===== src/hw/evp_pkg.sv =====
// Package of constants for the exception vector priority block.
// Assumes a 16-bit vector address bus and an 8-bit vector base register.
package evp_pkg;

  // ==========================================================================
  // Vector addresses and offsets
  localparam logic [15:0] VEC_RST_MAIN = 16'hfffe;
  localparam logic [15:0] VEC_RST_CLKMON = 16'hfffc;
  localparam logic [15:0] VEC_RST_WDOG = 16'hfffa;
  localparam logic [7:0] OFS_TRAP = 8'hf8;
  localparam logic [7:0] OFS_SWI = 8'hf6;
  localparam logic [7:0] OFS_XMASK = 8'hf4;
  localparam logic [7:0] OFS_IRQ = 8'hf2;
  localparam logic [7:0] OFS_IMASK_TOP = 8'hf0;
  localparam logic [7:0] OFS_IMASK_BOT = 8'h82;
  localparam logic [7:0] OFS_SPURIOUS = 8'h80;
  localparam logic [7:0] VBR_RESET = 8'hff;
  localparam logic [7:0] VBR_DEBUG = 8'hff;
  localparam logic [7:0] VEC_LOW_BYTE = 8'h00;

  // ==========================================================================
  // Device-specific I-maskable sources: 0xf0 down to 0x82 in steps of two.
  localparam int NUM_IMASK_SRC = 56;

  // ==========================================================================
  // Answer state machine
  typedef enum logic [1:0] {
    EVP_IDLE = 2'b00,
    EVP_ANSWER = 2'b01
  } evp_state_e;

endpackage


===== src/hw/evp_top.sv =====
// Exception priority encoder and vector generator for a small CPU core.
// Assumes the CPU asks with vec_req and supplies its I and X mask bits.
`timescale 1ns/1ns
// Functional notes
// Resets give 0xfffe, 0xfffc, 0xfffa, ranked in that order.
// Below resets: opcode trap at base+0xf8, then fixed order downward.
// Software interrupt or debug request gets base+0xf6 below trap.
// X-maskable request (pin or die-to-die error) gets base+0xf4; the code decodes only nonmaskable_pin_request.
// External IRQ or die-to-die interrupt gets base+0xf2; the code decodes only the irq_req pin.
// Device I-maskable sources use 0xf0 down to 0x82, higher wins.
// Spurious vector base+0x80 is the lowest priority.
// Every vector is a full 16-bit address.
// Higher priority requests may preempt an I-maskable service routine.
// I-maskable requests nest only after the routine clears I.
// Any unmasked I-maskable request wakes from wait.
// Stop wake-up only from sources that run without clocks.
// I mask set blocks all I-maskable wake-ups.
// X-maskable request wakes at any time, ignoring X mask.
// X wake with X mask set dispatches no service routine.
// Source keeps X wake request until the next instruction starts.
// Software sets vector base if needed, then clears I and X.
// Vector base is register as upper byte, 0x00 lower byte.
// Reset loads 0xff into vector base before reset vector fetch.
// During debug firmware the upper byte is forced to 0xff.
// Source gone at fetch time yields the spurious vector.
// Priority is evaluated when the CPU asks, with its mask bits.
module evp_top #(
  parameter int NSRC = evp_pkg::NUM_IMASK_SRC
) (
  input wire logic mclk,
  input wire logic rst_n,
  input wire logic ce,
  input wire logic rst_main,
  input wire logic rst_clkmon,
  input wire logic rst_wdog,
  input wire logic trap_req,
  input wire logic software_interrupt,
  input wire logic background_debug_req,
  input wire logic background_debug_active,
  input wire logic nonmaskable_pin_request,
  input wire logic irq_req,
  input wire logic [NSRC-1:0] imask_req,
  input wire logic [NSRC-1:0] stop_capable,
  input wire logic imask_bit,
  input wire logic xmask_bit,
  input wire logic stop_mode,
  input wire logic vec_req,
  input wire logic vbr_we,
  input wire logic [7:0] vbr_wdata,
  output logic [15:0] vec_addr,
  output logic vec_valid,
  output logic xwake_no_dispatch,
  output logic wakeup,
  output logic [7:0] vector_base_register
);
  // ==========================================================================
  // Reset release and pin synchronisation
  logic rs1_r, rs2_r;
  always_ff @(posedge mclk or negedge rst_n) begin
    if (!rst_n) begin
      rs1_r <= 1'b0;
      rs2_r <= 1'b0;
    end else begin
      rs1_r <= 1'b1;
      rs2_r <= rs1_r;
    end
  end
  logic srst_n;
  assign srst_n = rs2_r;

  // External pins cross into the clock domain; internal sources do not.
  logic [1:0] pin_q;
  evp_sync #(.W(2)) u_sync (
    .mclk(mclk),
    .rst_n(srst_n),
    .ce(ce),
    .d({nonmaskable_pin_request, irq_req}),
    .q(pin_q)
  );
  logic xreq, ireq;
  assign xreq = pin_q[1];
  assign ireq = pin_q[0];

  // ==========================================================================
  // Priority encoding
  function automatic logic [7:0] imask_ofs(input int idx);
    imask_ofs = 8'(int'(evp_pkg::OFS_IMASK_TOP) - 2 * idx);
  endfunction

  logic [15:0] vec_nxt;
  logic xnd_nxt;
  logic [7:0] ubyte;
  logic [7:0] low;
  logic found;

  always_comb begin
    // Debug firmware must reach its handlers wherever the table was moved.
    ubyte = background_debug_active ? evp_pkg::VBR_DEBUG
                                    : vector_base_register;
    low = evp_pkg::OFS_SPURIOUS;
    found = 1'b0;
    xnd_nxt = 1'b0;
    if (software_interrupt || background_debug_req) begin
      low = evp_pkg::OFS_SWI;
      found = 1'b1;
    end
    if (trap_req) begin
      low = evp_pkg::OFS_TRAP;
      found = 1'b1;
    end
    if (!found) begin
      if (xreq && !xmask_bit) begin
        low = evp_pkg::OFS_XMASK;
      end else if (!imask_bit) begin
        if (ireq) begin
          low = evp_pkg::OFS_IRQ;
        end else begin
          for (int i = NSRC - 1; i >= 0; i--) begin
            if (imask_req[i]) begin
              low = imask_ofs(i);
            end
          end
        end
      end
    end
    vec_nxt = {ubyte, low};
    if (rst_wdog) begin
      vec_nxt = evp_pkg::VEC_RST_WDOG;
    end
    if (rst_clkmon) begin
      vec_nxt = evp_pkg::VEC_RST_CLKMON;
    end
    if (rst_main) begin
      vec_nxt = evp_pkg::VEC_RST_MAIN;
    end
    // A masked X wake-up resumes after the wait instruction.
    if (xreq && xmask_bit && low == evp_pkg::OFS_SPURIOUS) begin
      xnd_nxt = 1'b1;
    end
  end

  // ==========================================================================
  // Wake-up qualification
  logic wake_nxt;
  logic [NSRC-1:0] elig;
  always_comb begin
    elig = stop_mode ? (imask_req & stop_capable) : imask_req;
    wake_nxt = xreq;
    if (!imask_bit) begin
      wake_nxt = wake_nxt || (|elig) || ireq;
    end
  end

  // ==========================================================================
  // Vector base register and answer registers
  logic [7:0] vbr_nxt;
  always_comb begin
    vbr_nxt = vector_base_register;
    if (rst_main || rst_clkmon || rst_wdog) begin
      vbr_nxt = evp_pkg::VBR_RESET;
    end else if (vbr_we) begin
      vbr_nxt = vbr_wdata;
    end
  end

  always_ff @(posedge mclk or negedge srst_n) begin
    if (!srst_n) begin
      vector_base_register <= evp_pkg::VBR_RESET;
      vec_addr <= evp_pkg::VEC_RST_MAIN;
      vec_valid <= 1'b0;
      xwake_no_dispatch <= 1'b0;
      wakeup <= 1'b0;
    end else if (ce) begin
      vector_base_register <= vbr_nxt;
      wakeup <= wake_nxt;
      vec_valid <= vec_req;
      if (vec_req) begin
        vec_addr <= vec_nxt;
        xwake_no_dispatch <= xnd_nxt;
      end
    end
  end

  // ==========================================================================
  // Checks
  // Vector checks look one edge after a taken request, while vec_addr
  // holds the answer. The X and IRQ pins are seen after the synchroniser.
  logic any_rst;
  logic any_high;
  assign any_rst = rst_main || rst_clkmon || rst_wdog;
  assign any_high = any_rst || trap_req || software_interrupt
    || background_debug_req;

  property p_main_reset;
    @(posedge mclk) disable iff (!srst_n)
    ce && vec_req && rst_main |=> vec_addr == evp_pkg::VEC_RST_MAIN;
  endproperty
  a_main_reset: assert property (p_main_reset)
    else $error("main reset vector wrong");
  property p_clkmon_reset;
    @(posedge mclk) disable iff (!srst_n)
    ce && vec_req && rst_clkmon && !rst_main
      |=> vec_addr == evp_pkg::VEC_RST_CLKMON;
  endproperty
  a_clkmon_reset: assert property (p_clkmon_reset)
    else $error("clock monitor reset vector wrong");
  property p_wdog_reset;
    @(posedge mclk) disable iff (!srst_n)
    ce && vec_req && rst_wdog && !rst_main && !rst_clkmon
      |=> vec_addr == evp_pkg::VEC_RST_WDOG;
  endproperty
  a_wdog_reset: assert property (p_wdog_reset)
    else $error("watchdog reset vector wrong");
  property p_trap;
    @(posedge mclk) disable iff (!srst_n)
    ce && vec_req && trap_req && !any_rst
      |=> vec_addr[7:0] == evp_pkg::OFS_TRAP;
  endproperty
  a_trap: assert property (p_trap)
    else $error("trap vector wrong");
  property p_swi;
    @(posedge mclk) disable iff (!srst_n)
    ce && vec_req && (software_interrupt || background_debug_req)
      && !trap_req && !any_rst |=> vec_addr[7:0] == evp_pkg::OFS_SWI;
  endproperty
  a_swi: assert property (p_swi)
    else $error("software interrupt vector wrong");
  property p_xmask_vec;
    @(posedge mclk) disable iff (!srst_n)
    ce && vec_req && xreq && !xmask_bit && !any_high
      |=> vec_addr[7:0] == evp_pkg::OFS_XMASK;
  endproperty
  a_xmask_vec: assert property (p_xmask_vec)
    else $error("x maskable vector wrong");
  property p_irq_vec;
    @(posedge mclk) disable iff (!srst_n)
    ce && vec_req && ireq && !imask_bit && !xreq && !any_high
      |=> vec_addr[7:0] == evp_pkg::OFS_IRQ;
  endproperty
  a_irq_vec: assert property (p_irq_vec)
    else $error("irq vector wrong");
  property p_top_source;
    @(posedge mclk) disable iff (!srst_n)
    ce && vec_req && imask_req[0] && !imask_bit && !xreq && !ireq
      && !any_high |=> vec_addr[7:0] == evp_pkg::OFS_IMASK_TOP;
  endproperty
  a_top_source: assert property (p_top_source)
    else $error("top maskable source vector wrong");
  property p_imask_blocked;
    @(posedge mclk) disable iff (!srst_n)
    ce && vec_req && imask_bit && !xreq && !any_high
      |=> vec_addr[7:0] == evp_pkg::OFS_SPURIOUS;
  endproperty
  a_imask_blocked: assert property (p_imask_blocked)
    else $error("masked request dispatched");
  property p_base;
    @(posedge mclk) disable iff (!srst_n)
    ce && vec_req && !background_debug_active && !any_rst
      |=> vec_addr[15:8] == $past(vector_base_register);
  endproperty
  a_base: assert property (p_base)
    else $error("vector base not used");
  property p_debug_base;
    @(posedge mclk) disable iff (!srst_n)
    ce && vec_req && background_debug_active && !any_rst
      |=> vec_addr[15:8] == evp_pkg::VBR_DEBUG;
  endproperty
  a_debug_base: assert property (p_debug_base)
    else $error("debug base not forced");
  property p_valid;
    @(posedge mclk) disable iff (!srst_n)
    ce |=> vec_valid == $past(vec_req);
  endproperty
  a_valid: assert property (p_valid)
    else $error("answer strobe out of step");
  property p_reset_base;
    @(posedge mclk) disable iff (!srst_n)
    ce && any_rst |=> vector_base_register == evp_pkg::VBR_RESET;
  endproperty
  a_reset_base: assert property (p_reset_base)
    else $error("base not reloaded by reset");
  property p_xwake;
    @(posedge mclk) disable iff (!srst_n)
    ce && xreq |=> wakeup;
  endproperty
  a_xwake: assert property (p_xwake)
    else $error("x wake missed");
  property p_imask_nowake;
    @(posedge mclk) disable iff (!srst_n)
    ce && imask_bit && !xreq |=> !wakeup;
  endproperty
  a_imask_nowake: assert property (p_imask_nowake)
    else $error("masked wake");
  property p_wait_wake;
    @(posedge mclk) disable iff (!srst_n)
    ce && !stop_mode && !imask_bit && (|imask_req) |=> wakeup;
  endproperty
  a_wait_wake: assert property (p_wait_wake)
    else $error("wait wake missed");
  property p_stop_gate;
    @(posedge mclk) disable iff (!srst_n)
    ce && stop_mode && !xreq && !ireq
      && ((imask_req & stop_capable) == '0) |=> !wakeup;
  endproperty
  a_stop_gate: assert property (p_stop_gate)
    else $error("stop wake from clocked source");
  property p_xnd;
    @(posedge mclk) disable iff (!srst_n)
    ce && vec_req && xreq && xmask_bit && imask_bit && !any_high
      |=> xwake_no_dispatch;
  endproperty
  a_xnd: assert property (p_xnd)
    else $error("masked x wake not flagged");
  c_trap: cover property (p_trap);
  c_xwake: cover property (@(posedge mclk) ce && xreq && xmask_bit);
  c_spurious: cover property (@(posedge mclk) vec_valid
    && vec_addr[7:0] == evp_pkg::OFS_SPURIOUS);
  c_stop_wake: cover property (@(posedge mclk) stop_mode && wakeup);
endmodule


===== src/hw/evp_sync.sv =====
// Three-stage input synchroniser for levels that arrive from pins.
// Assumes a single clock; a change counts once stages two and three agree.
`timescale 1ns/1ns
module evp_sync #(
  parameter int W = 1
) (
  input wire logic mclk,
  input wire logic rst_n,
  input wire logic ce,
  input wire logic [W-1:0] d,
  output logic [W-1:0] q
);
  logic [W-1:0] s1_r, s2_r, s3_r, q_r;
  logic [W-1:0] q_nxt;

  always_comb begin
    q_nxt = q_r;
    for (int i = 0; i < W; i++) begin
      if (s2_r[i] == s3_r[i]) begin
        q_nxt[i] = s3_r[i];
      end
    end
  end

  always_ff @(posedge mclk or negedge rst_n) begin
    if (!rst_n) begin
      s1_r <= '0;
      s2_r <= '0;
      s3_r <= '0;
      q_r <= '0;
    end else if (ce) begin
      s1_r <= d;
      s2_r <= s1_r;
      s3_r <= s2_r;
      q_r <= q_nxt;
    end
  end

  assign q = q_r;
endmodule


===== config.mk =====
export PLATFORM = sky130hd
export DESIGN_NAME = evp_top
export DESIGN_NICKNAME = d
export VERILOG_FILES = /design/src/hw/evp_pkg.sv /design/src/hw/evp_top.sv /design/src/hw/evp_sync.sv
export SDC_FILE = /design/constraint.sdc
export NUM_CORES = 1
export LEC_CHECK = 0
export BUFFER_PORTS_ARGS = -buffer_cell sky130_fd_sc_hd__buf_2
export CORE_ASPECT_RATIO = 1.75
export CORE_MARGIN = 1
export CORE_UTILIZATION = 47
export CTS_CLUSTER_SIZE = 30
export DETAILED_ROUTE_END_ITERATION = 10
export PLACE_DENSITY_LB_ADDON = 0.2
export SLEW_MARGIN = 20
export SYNTH_ARGS = -nofsm -noshare
export SYNTH_HDL_FRONTEND = slang
export SYNTH_SLANG_ARGS = --single-unit

===== constraint.sdc =====
create_clock -name mclk -period 3.2 [get_ports mclk]
set_clock_uncertainty 0.15 [all_clocks]
set_input_delay 0.32 -clock mclk [delete_from_list [all_inputs] [get_ports mclk]]
set_output_delay 0.32 -clock mclk [all_outputs]
set_load 0.05 [all_outputs]

[After elaboration in Yosys (flattened, before gate mapping)]
Cells that the tools add are included.
Word-level totals
  logic and storage cells: 104
  register bits: 37
  output and inout bits: 27
Cells by class
  bitwise gates (word level): 1
  eq/ne operators: 3
  muxes and demuxes: 73
  reduce and logical (&&, ||, !) cells: 15
Operators by type and width (number)
  $mux 8: 64
  $and 56x56->56: 1
  $mux 56: 1
  $reduce_or 56->1: 1
  $mux 16: 3
  $eq 8x8->1 const B: 1
  $reduce_and 2->1: 4
  $mux 7: 1
  $logic_or 1x1->1: 5
  $mux 1: 4
  $logic_and 1x1->1: 3
  $eq 1x1->1: 2
  $reduce_bool 2->1: 1
  $logic_not 1->1: 1

[Depth between registers and ports, before layout]
Gate-level depths: netlist of run 1.
  depth in word-level cells: 66
  gate-level depth with buffers: 8

[By module]
From an unflattened synthesis of run 1, not the netlist that was laid out.
Second synthesis, totals
  cell total of the unflattened synthesis: 325
  area, all modules: 2668.8 µm²
Modules (own cells, without submodules)
  evp_top: area an instance 2344.7 µm², instances 1, cells each 302
  evp_sync: area an instance 324.1 µm², instances 1, cells each 23

[Least setup slack after synthesis of run 1]
Ideal clock, no wire load.
  path kind: input-to-reg
  start point: input imask_req[44]
  end point: register xwake_no_dispatch
  slack: 1.204 ns
  data required time: 2.930 ns
  stages: 7
  setup time: 0.120 ns
  arrival: 1.726 ns
  cell sequence: or4_4 nor2b_1 nand2b_1 o31ai_1 nand4b_1 nor4b_1 a41o_1
Between the ends
  longest elaborated chain between the ends: 52
Ends and longest elaborated chain
  start, declared: line evp_top.sv:42  | input wire logic [NSRC-1:0] imask_req,
  $mux 8 (45 in a row): line evp_top.sv:119  | if (imask_req[i]) begin
  $mux 8: line evp_top.sv:115  | if (ireq) begin
  $mux 8: line evp_top.sv:114  | end else if (!imask_bit) begin
  $mux 8: line evp_top.sv:112  | if (xreq && !xmask_bit) begin
  $mux 8: line evp_top.sv:111  | if (!found) begin
  $eq 8x8->1: line evp_top.sv:137  | if (xreq && xmask_bit && low == evp_pkg::OFS_SPURIOUS) begin
  $logic_and 1x1->1: line evp_top.sv:137
  $mux 1: line evp_top.sv:137
  end signal, assigned: line evp_top.sv:179  | xwake_no_dispatch <= xnd_nxt;
  end, declared: line evp_top.sv:52  | output logic xwake_no_dispatch,
No other way between the ends.
A chain may end at the register's enable or synchronous reset.

[Worst setup path in the final report of run 1]
  start point: register u_sync.q_r[0] (netlist: u_sync.q[0])
  end point: register xwake_no_dispatch
Between the ends
  longest elaborated chain between the ends: 7
Ends and longest elaborated chain
  start, declared: line evp_sync.sv:13  | logic [W-1:0] s1_r, s2_r, s3_r, q_r;
  start signal, assigned: line evp_sync.sv:35  | q_r <= q_nxt;
  $mux 8: line evp_top.sv:115
  $mux 8: line evp_top.sv:114
  $mux 8: line evp_top.sv:112
  $mux 8: line evp_top.sv:111
  $eq 8x8->1: line evp_top.sv:137
  $logic_and 1x1->1: line evp_top.sv:137
  $mux 1: line evp_top.sv:137
No other way between the ends.

==> impl_results.md, run 1 <==
- Num rows: 36
- Total global routing track utilization: 35.1%
- Crit-path cells: or2_2 -> nand3b_1 -> o21bai_1 -> o31ai_1 -> nand4b_1 -> nor4b_1 -> a41o_1
- Crit share post-route: 69.3%
- HP Class: reg2async
- Largest net degree at the start of global routing: 34
- Die W: 59.4 microns
- Core ar.: 0.00559 sq mm
- # diodes: 0
- Antenna-violating nets left: 0
- CP peak stage delay: 0.47 ns
- Via count: 3463
- Post-synth top flop: dfstp_2
- Pleak: 1.53 nW
- Fin Hold WS: 0.108 ns
- Cells resized by post-CTS repair: 0
- Share of cells above drive strength 1: 42.9%
- Dominant cell type by area after synthesis: dfstp_2
- Sum Neg Setup Slack: 0 ns
- Pins Over Slew Limit: 0
- DPL Wire Length: 8810 microns
- Power density over the cells: 326 mW/mm^2
- Synth-to-Final Area Change: 36.4%
- MaxCap Viol Count: 0
- # setup viols final: 0
- Crit path launch type: register
- Chip Height: 103 microns
- Vias in the first global route: 3228
- CP Class: reg2reg
- CP arrival: 2.30 ns
- Post-layout min period: 2.22 ns
- Worst setup EP type: register
- Post-Syn Area: 0.00271 sq mm
- First-pass GRT wire length: 15300 microns
- Sink Count: 35
- DR iter-0 viols: 235
- Mean number of vias per cell: 6.08
- H-Tree Depth: 2
- Post-synthesis sequential area ratio: 33.3%
- Synth top area cells: dfstp_2, dfrtp_1, o21ai_0
- Area share of the largest cell type after synthesis: 21.3%
- Asr flop ratio synth: 100%
- FF-to-FF Start: u_sync.q[0]
- Fillers: 532
- Worst vdd ir: 0.000441 V
- Buffers added on ports: 161
- GP Congestion: 0.937
- Ys Warns: 0
- Final Hold Fails: 0
- Crit path launch: u_sync.q[0]
- Global route overflow: 0
- Commonest cells post-synth: o21ai_0, nor2_1, dfstp_2
- Antenna violations before repair: 0
- Outcome: complete, no violations
- Slowest cell on the critical path: dfrtp_1
- Worst Tran Pin Value: 0.552 ns
- Worst slew margin: 63.2%
- Clk Latency, worst-skew pair: 0.30 ns
- Starting density of the core: 48.6%
- CTS root buffer: clkbuf_8
- Mapped Avg Cell Area: 8.22 sq um
- RSZ-0062 raised after global routing: false
- Crit path max fanout: 5
- First-pass DRT Iterations: 5
- CTS clk-pin slew, worst paths: 0.07 ns
- Critical path required time: 3.29 ns
- CTS tree: yes
- # DRC: 0
- Die area: 0.00609 sq mm
- Yosys cell types: 52
- Most frequent cell after synthesis: o21ai_0
- Final #Nets: 630
- Synthesized instance count: 330
- Yosys reg bits: 35
- Drt total wl: 10700 microns
- Post-synth EDFFs: 0
- Total CTS buffers: 5
- Peak Freq: 451 MHz
- Bufs on Longest Clock Path: 2
- Routed len/inst: 18.8 microns
- IO Pins: 164
## critical path: cells and delay by family (launching register included)
kind             cells  cell delay (ns)
flip-flops           1             0.47
AND/OR/NAND/NOR      4             1.05
AO/OA/AOI/OAI        3             0.50
## path summary, 6_finish.rpt
check | endpoint | slack [ns] | cells after the start
max in group asynchronous | u_sync.s1_r[0] | 2.21 | 1
setup / recovery | xwake_no_dispatch | 0.98 | 7
hold / removal | u_sync.s3_r[1] | 0.11 | 1
min in group mclk | u_sync.s1_r[1] | 0.11 | 2
setup reg to reg | xwake_no_dispatch | 0.98 | 7
hold reg to reg | u_sync.s3_r[1] | 0.11 | 1
## sequential cells by signal, summed over array words and instances, names as in the netlist
signal                cells
vec_addr                 14
vector_base_register      8
u_sync.q                  2
u_sync.s1_r               2
u_sync.s2_r               2
u_sync.s3_r               2
rs1_r                     1
rs2_r                     1
vec_valid                 1
wakeup                    1
xwake_no_dispatch         1
## where the power goes
group / leakage [nW] / switching (mW) / internal (mW)
Combinational: 1.10 / 0.228 / 0.141
Clock: 0.0482 / 0.157 / 0.173
Sequential: 0.388 / 0.0273 / 0.479
Total: 1.53 / 0.412 / 0.793
## timing repair
action	4_1_cts	5_1_grt
buffers inserted	0	0
hold endpoints to repair	7	0
setup endpoints to repair	0	0
hold buffers	2	0
## kinds of logic after synthesis
| family | synth area share [%] |
|---|---|
| other | 0.277 |
| buffers and inverters | 4.38 |
| DFF | 33.3 |
| muxes | 2.49 |
| AOI/OAI and AO/OA | 33.2 |
| and+or+nand+nor | 26.3 |
## layer usage
metal | vias to the layer above | global-route usage, % | part of all wire (%)
li1 | 1612 | - | -
met5 | - | 0 | 0
met2 | 198 | 65.0 | 52
met4 | 0 | 28.4 | 6.9
met1 | 1609 | 32.1 | 34
met3 | 44 | 6.02 | 7.0
## cell type report
class | instances | area (sq um) | share of cell area [%]
Clock buffer | 7 | 86.3 | 2.33
Clock inverter | 1 | 5.00 | 0.135
Inverter | 14 | 52.6 | 1.42
Multi-Input combinational cell | 269 | 1690 | 45.8
Sequential cell | 35 | 903 | 24.4
Tap cell | 76 | 95.1 | 2.57
Timing Repair Buffer | 168 | 863 | 23.3
## through the flow
stage	std cells	worst slack, ns	power (mW)	instance area (sq um)	utilization [%]
2_1_floorplan	331	1.20	0.686	2720	-
3_3_place_gp	560	0.768	0.867	3590	64.2
3_5_place_dp	560	0.781	0.872	3590	64.2
4_1_cts	570	0.995	1.21	3700	66.2
5_1_grt	570	0.906	1.25	3700	66.2
6_report	570	0.983	1.20	3700	66.2
## cell usage in the layout, fill, tap and decap left out, types with 2 or more instances in the layout
master,n
nor4_1,15
nor3_1,11
o21bai_1,4
dlygate4sd3_1,2
o22a_1,17
dfrtp_1,13
o21ai_0,54
clkbuf_8,6
o211ai_1,4
nor2b_1,2
nand4_1,14
nand2_1,10
o2111ai_1,3
nand4b_1,3
nor4b_1,2
nor4_4,3
and2_1,2
inv_1,13
o31ai_1,5
nand3_1,5
nand3b_1,2
or4_1,2
conb_1,3
a211oi_1,4
nand2b_1,9
buf_4,5
nor2_1,32
o21a_1,5
dfstp_2,22
o311ai_1,3
nor4_2,3
or3_1,2
buf_2,161
a31oi_1,4
mux2_2,6
a21oi_1,20
o21ai_1,5
No activity file was read; power rests on OpenSTA's default activity.
==> run 2, diff against run 1 <==
--- a/config.mk
+++ b/config.mk
@@ -8,7 +8,7 @@
 export BUFFER_PORTS_ARGS = -buffer_cell sky130_fd_sc_hd__buf_2
 export CORE_ASPECT_RATIO = 1.75
 export CORE_MARGIN = 1
-export CORE_UTILIZATION = 47
+export CORE_UTILIZATION = 44
 export CTS_CLUSTER_SIZE = 30
 export DETAILED_ROUTE_END_ITERATION = 10
 export PLACE_DENSITY_LB_ADDON = 0.2
==> constraint.sdc (replaced) <==
create_clock -name mclk -period 2.1 [get_ports mclk]
set_clock_uncertainty 0.15 [all_clocks]
set_input_delay 0.21 -clock mclk [delete_from_list [all_inputs] [get_ports mclk]]
set_output_delay 0.21 -clock mclk [all_outputs]
set_load 0.05 [all_outputs]
==> run 2 against run 1 <==
Cell count increased by 9.5%. Total power increased by 58%. Design area increased by 11%. Die area increased by 6.6%. Core utilization increased by 3.0 points. Sequential power increased by 50%. Flip-flop and latch count unchanged. Register-to-register slack got worse by 0.93 ns.
==> impl_results.md, run 2 (synthesis gave the netlist of run 1 again) <==
- Internal power of the cells: 1.26 mW
- Multi-input gate area: 0.00171 sq mm
- Max FFs per register: 14
- MaxCap Viol Count: 0
- Vias in the first global route: 3748
- Worst setup EP type: register
- Antenna violations before repair: 0
- RSZ-0062 raised after global routing: true
- DR iter-0 viols: 261
- Clk Latency, worst-skew pair: 0.29 ns
- Total CTS buffers: 5
- Peak Freq: 487 MHz
- Antenna-violating nets left: 0
- Crit path max fanout: 5
- Mean number of vias per cell: 6.01
- Die area: 0.00650 sq mm
- First-pass DRT Iterations: 6
- Fillers: 548
- Worst vdd ir: 0.000606 V
- Sw frac: 33.9%
- Largest net degree at the start of global routing: 34
- Drt total wl: 11800 microns
- Die W: 61.4 microns
- H-Tree Depth: 2
- Total global routing track utilization: 38.8%
- Final std cells w/o fill: 624
- Biggest regs: vec_addr (14), vector_base_register (8)
- Final Hold Fails: 0
- # diodes: 0
- Hold_sp: vbr_wdata[7]
- Critical path required time: 2.19 ns
- Routed len/inst: 18.8 microns
- Buffers added on ports: 161
- Sum Neg Setup Slack: 0 ns
- CTS tree: yes
- Final #Nets: 682
- Sink Count: 35
- CP arrival: 2.14 ns
- # setup viols final: 0
- CP Class: reg2reg
- Starting density of the core: 45.8%
- Share of cells above drive strength 1: 48.4%
- Pins Over Slew Limit: 0
- FF+latch area: 903 sq um
- IO Pins: 164
- GP Congestion: 1.03
- Crit path launch: u_sync.q[0]
- HP Class: in2reg
- Most common cell after layout, fill and taps aside: buf_2
- Flop pwr share: 39.9%
- Placed Instances: 612
- FF-to-FF Start: u_sync.q[0]
- Bufs on Longest Clock Path: 2
- Crit share post-route: 97.7%
- Post-layout min period: 2.05 ns
- Most frequent cells in the layout: buf_2, buf_4, o21ai_0, nor2_1, dfstp_2
- Outcome: complete, no violations
- DPL Wire Length: 9810 microns
- Num rows: 37
- Chip Height: 106 microns
- Global route overflow: 0
- Core ar.: 0.00593 sq mm
- CTS clk-pin slew, worst paths: 0.07 ns
- Clock power frac: 24.5%
- First-pass GRT wire length: 18100 microns
- P_sw: 646 uW
- Synth-to-Final Area Change: 51.2%
- Pleak: 1.78 nW
- Crit path launch type: register
- # DRC: 0
- CTS root buffer: clkbuf_8
- Combinational share of power: 35.7%
- Power density over the cells: 464 mW/mm^2
- Via count: 3750
- Top register by number of flip-flops: vec_addr
[run 2: per-stage QoR]
| step | utilization [%] | total power [mW] | hold WS (ns) | cell area [sq um] | setup slack (ns) |
|---|---|---|---|---|---|
| floorplan | - | 1.05 | -0.236 | 2720 | 0.181 |
| global placement | 66.9 | 1.41 | -0.156 | 3970 | -0.235 |
| detailed placement | 66.9 | 1.42 | -0.152 | 3970 | -0.145 |
| CTS | 68.9 | 1.90 | 0.00272 | 4080 | 0.0426 |
| global route | 69.2 | 1.99 | 0.00384 | 4100 | -0.0470 |
| finish | 69.2 | 1.90 | 0.00819 | 4100 | 0.0484 |
[run 2: repair_timing]
item,4_1_cts,5_1_grt
pin swaps,0,3
endpoints found under the hold margin,4,0
buffers inserted,0,1
hold buffers,3,0
gates resized for setup,1,3
endpoints found under the setup margin,1,2
[run 2: layer usage]
layer | global-route usage [%] | routed length [microns]
met1 | 37.4 | 3770
met2 | 66.2 | 6110
met3 | 8.47 | 793
met4 | 31.0 | 1080
met5 | 0 | 0
[run 2: area by class of cell]
type / count / share of cell area, %
Tap cell: 78 / 2.38
Multi-Input combinational cell: 269 / 41.8
Sequential cell: 35 / 22.0
Timing Repair Buffer: 220 / 30.6
Clock buffer: 8 / 1.95
Inverter: 14 / 1.28
[run 2: power by group through the flow]
stage	clock [mW]	sequential [mW]	combinational, mW
detailed placement	0	0.769	0.650
global placement	0	0.766	0.642
CTS	0.479	0.758	0.658
finish	0.466	0.759	0.679
floorplan	0	0.832	0.213
global route	0.496	0.764	0.733
[run 2: path summary, 6_finish.rpt]
kind,to,slack [ns],depth (start not counted)
setup / recovery,xwake_no_dispatch,0.05,7
hold / removal,vector_base_register[7],0.008,2
setup reg to reg,xwake_no_dispatch,0.05,7
hold reg to reg,u_sync.s3_r[1],0.11,1
max in group asynchronous,vec_addr[5],1.36,1
min in group asynchronous,rs1_r,0.08,2
[run 2: critical path, cell delays in order, from the launching register on]
cell and delay (ns):
dfrtp_1 0.40, or2_4 0.26, nand3b_1 0.20, o21bai_1 0.19
o31ai_2 0.11, nand4b_1 0.21, nor4b_2 0.29, a41o_1 0.19
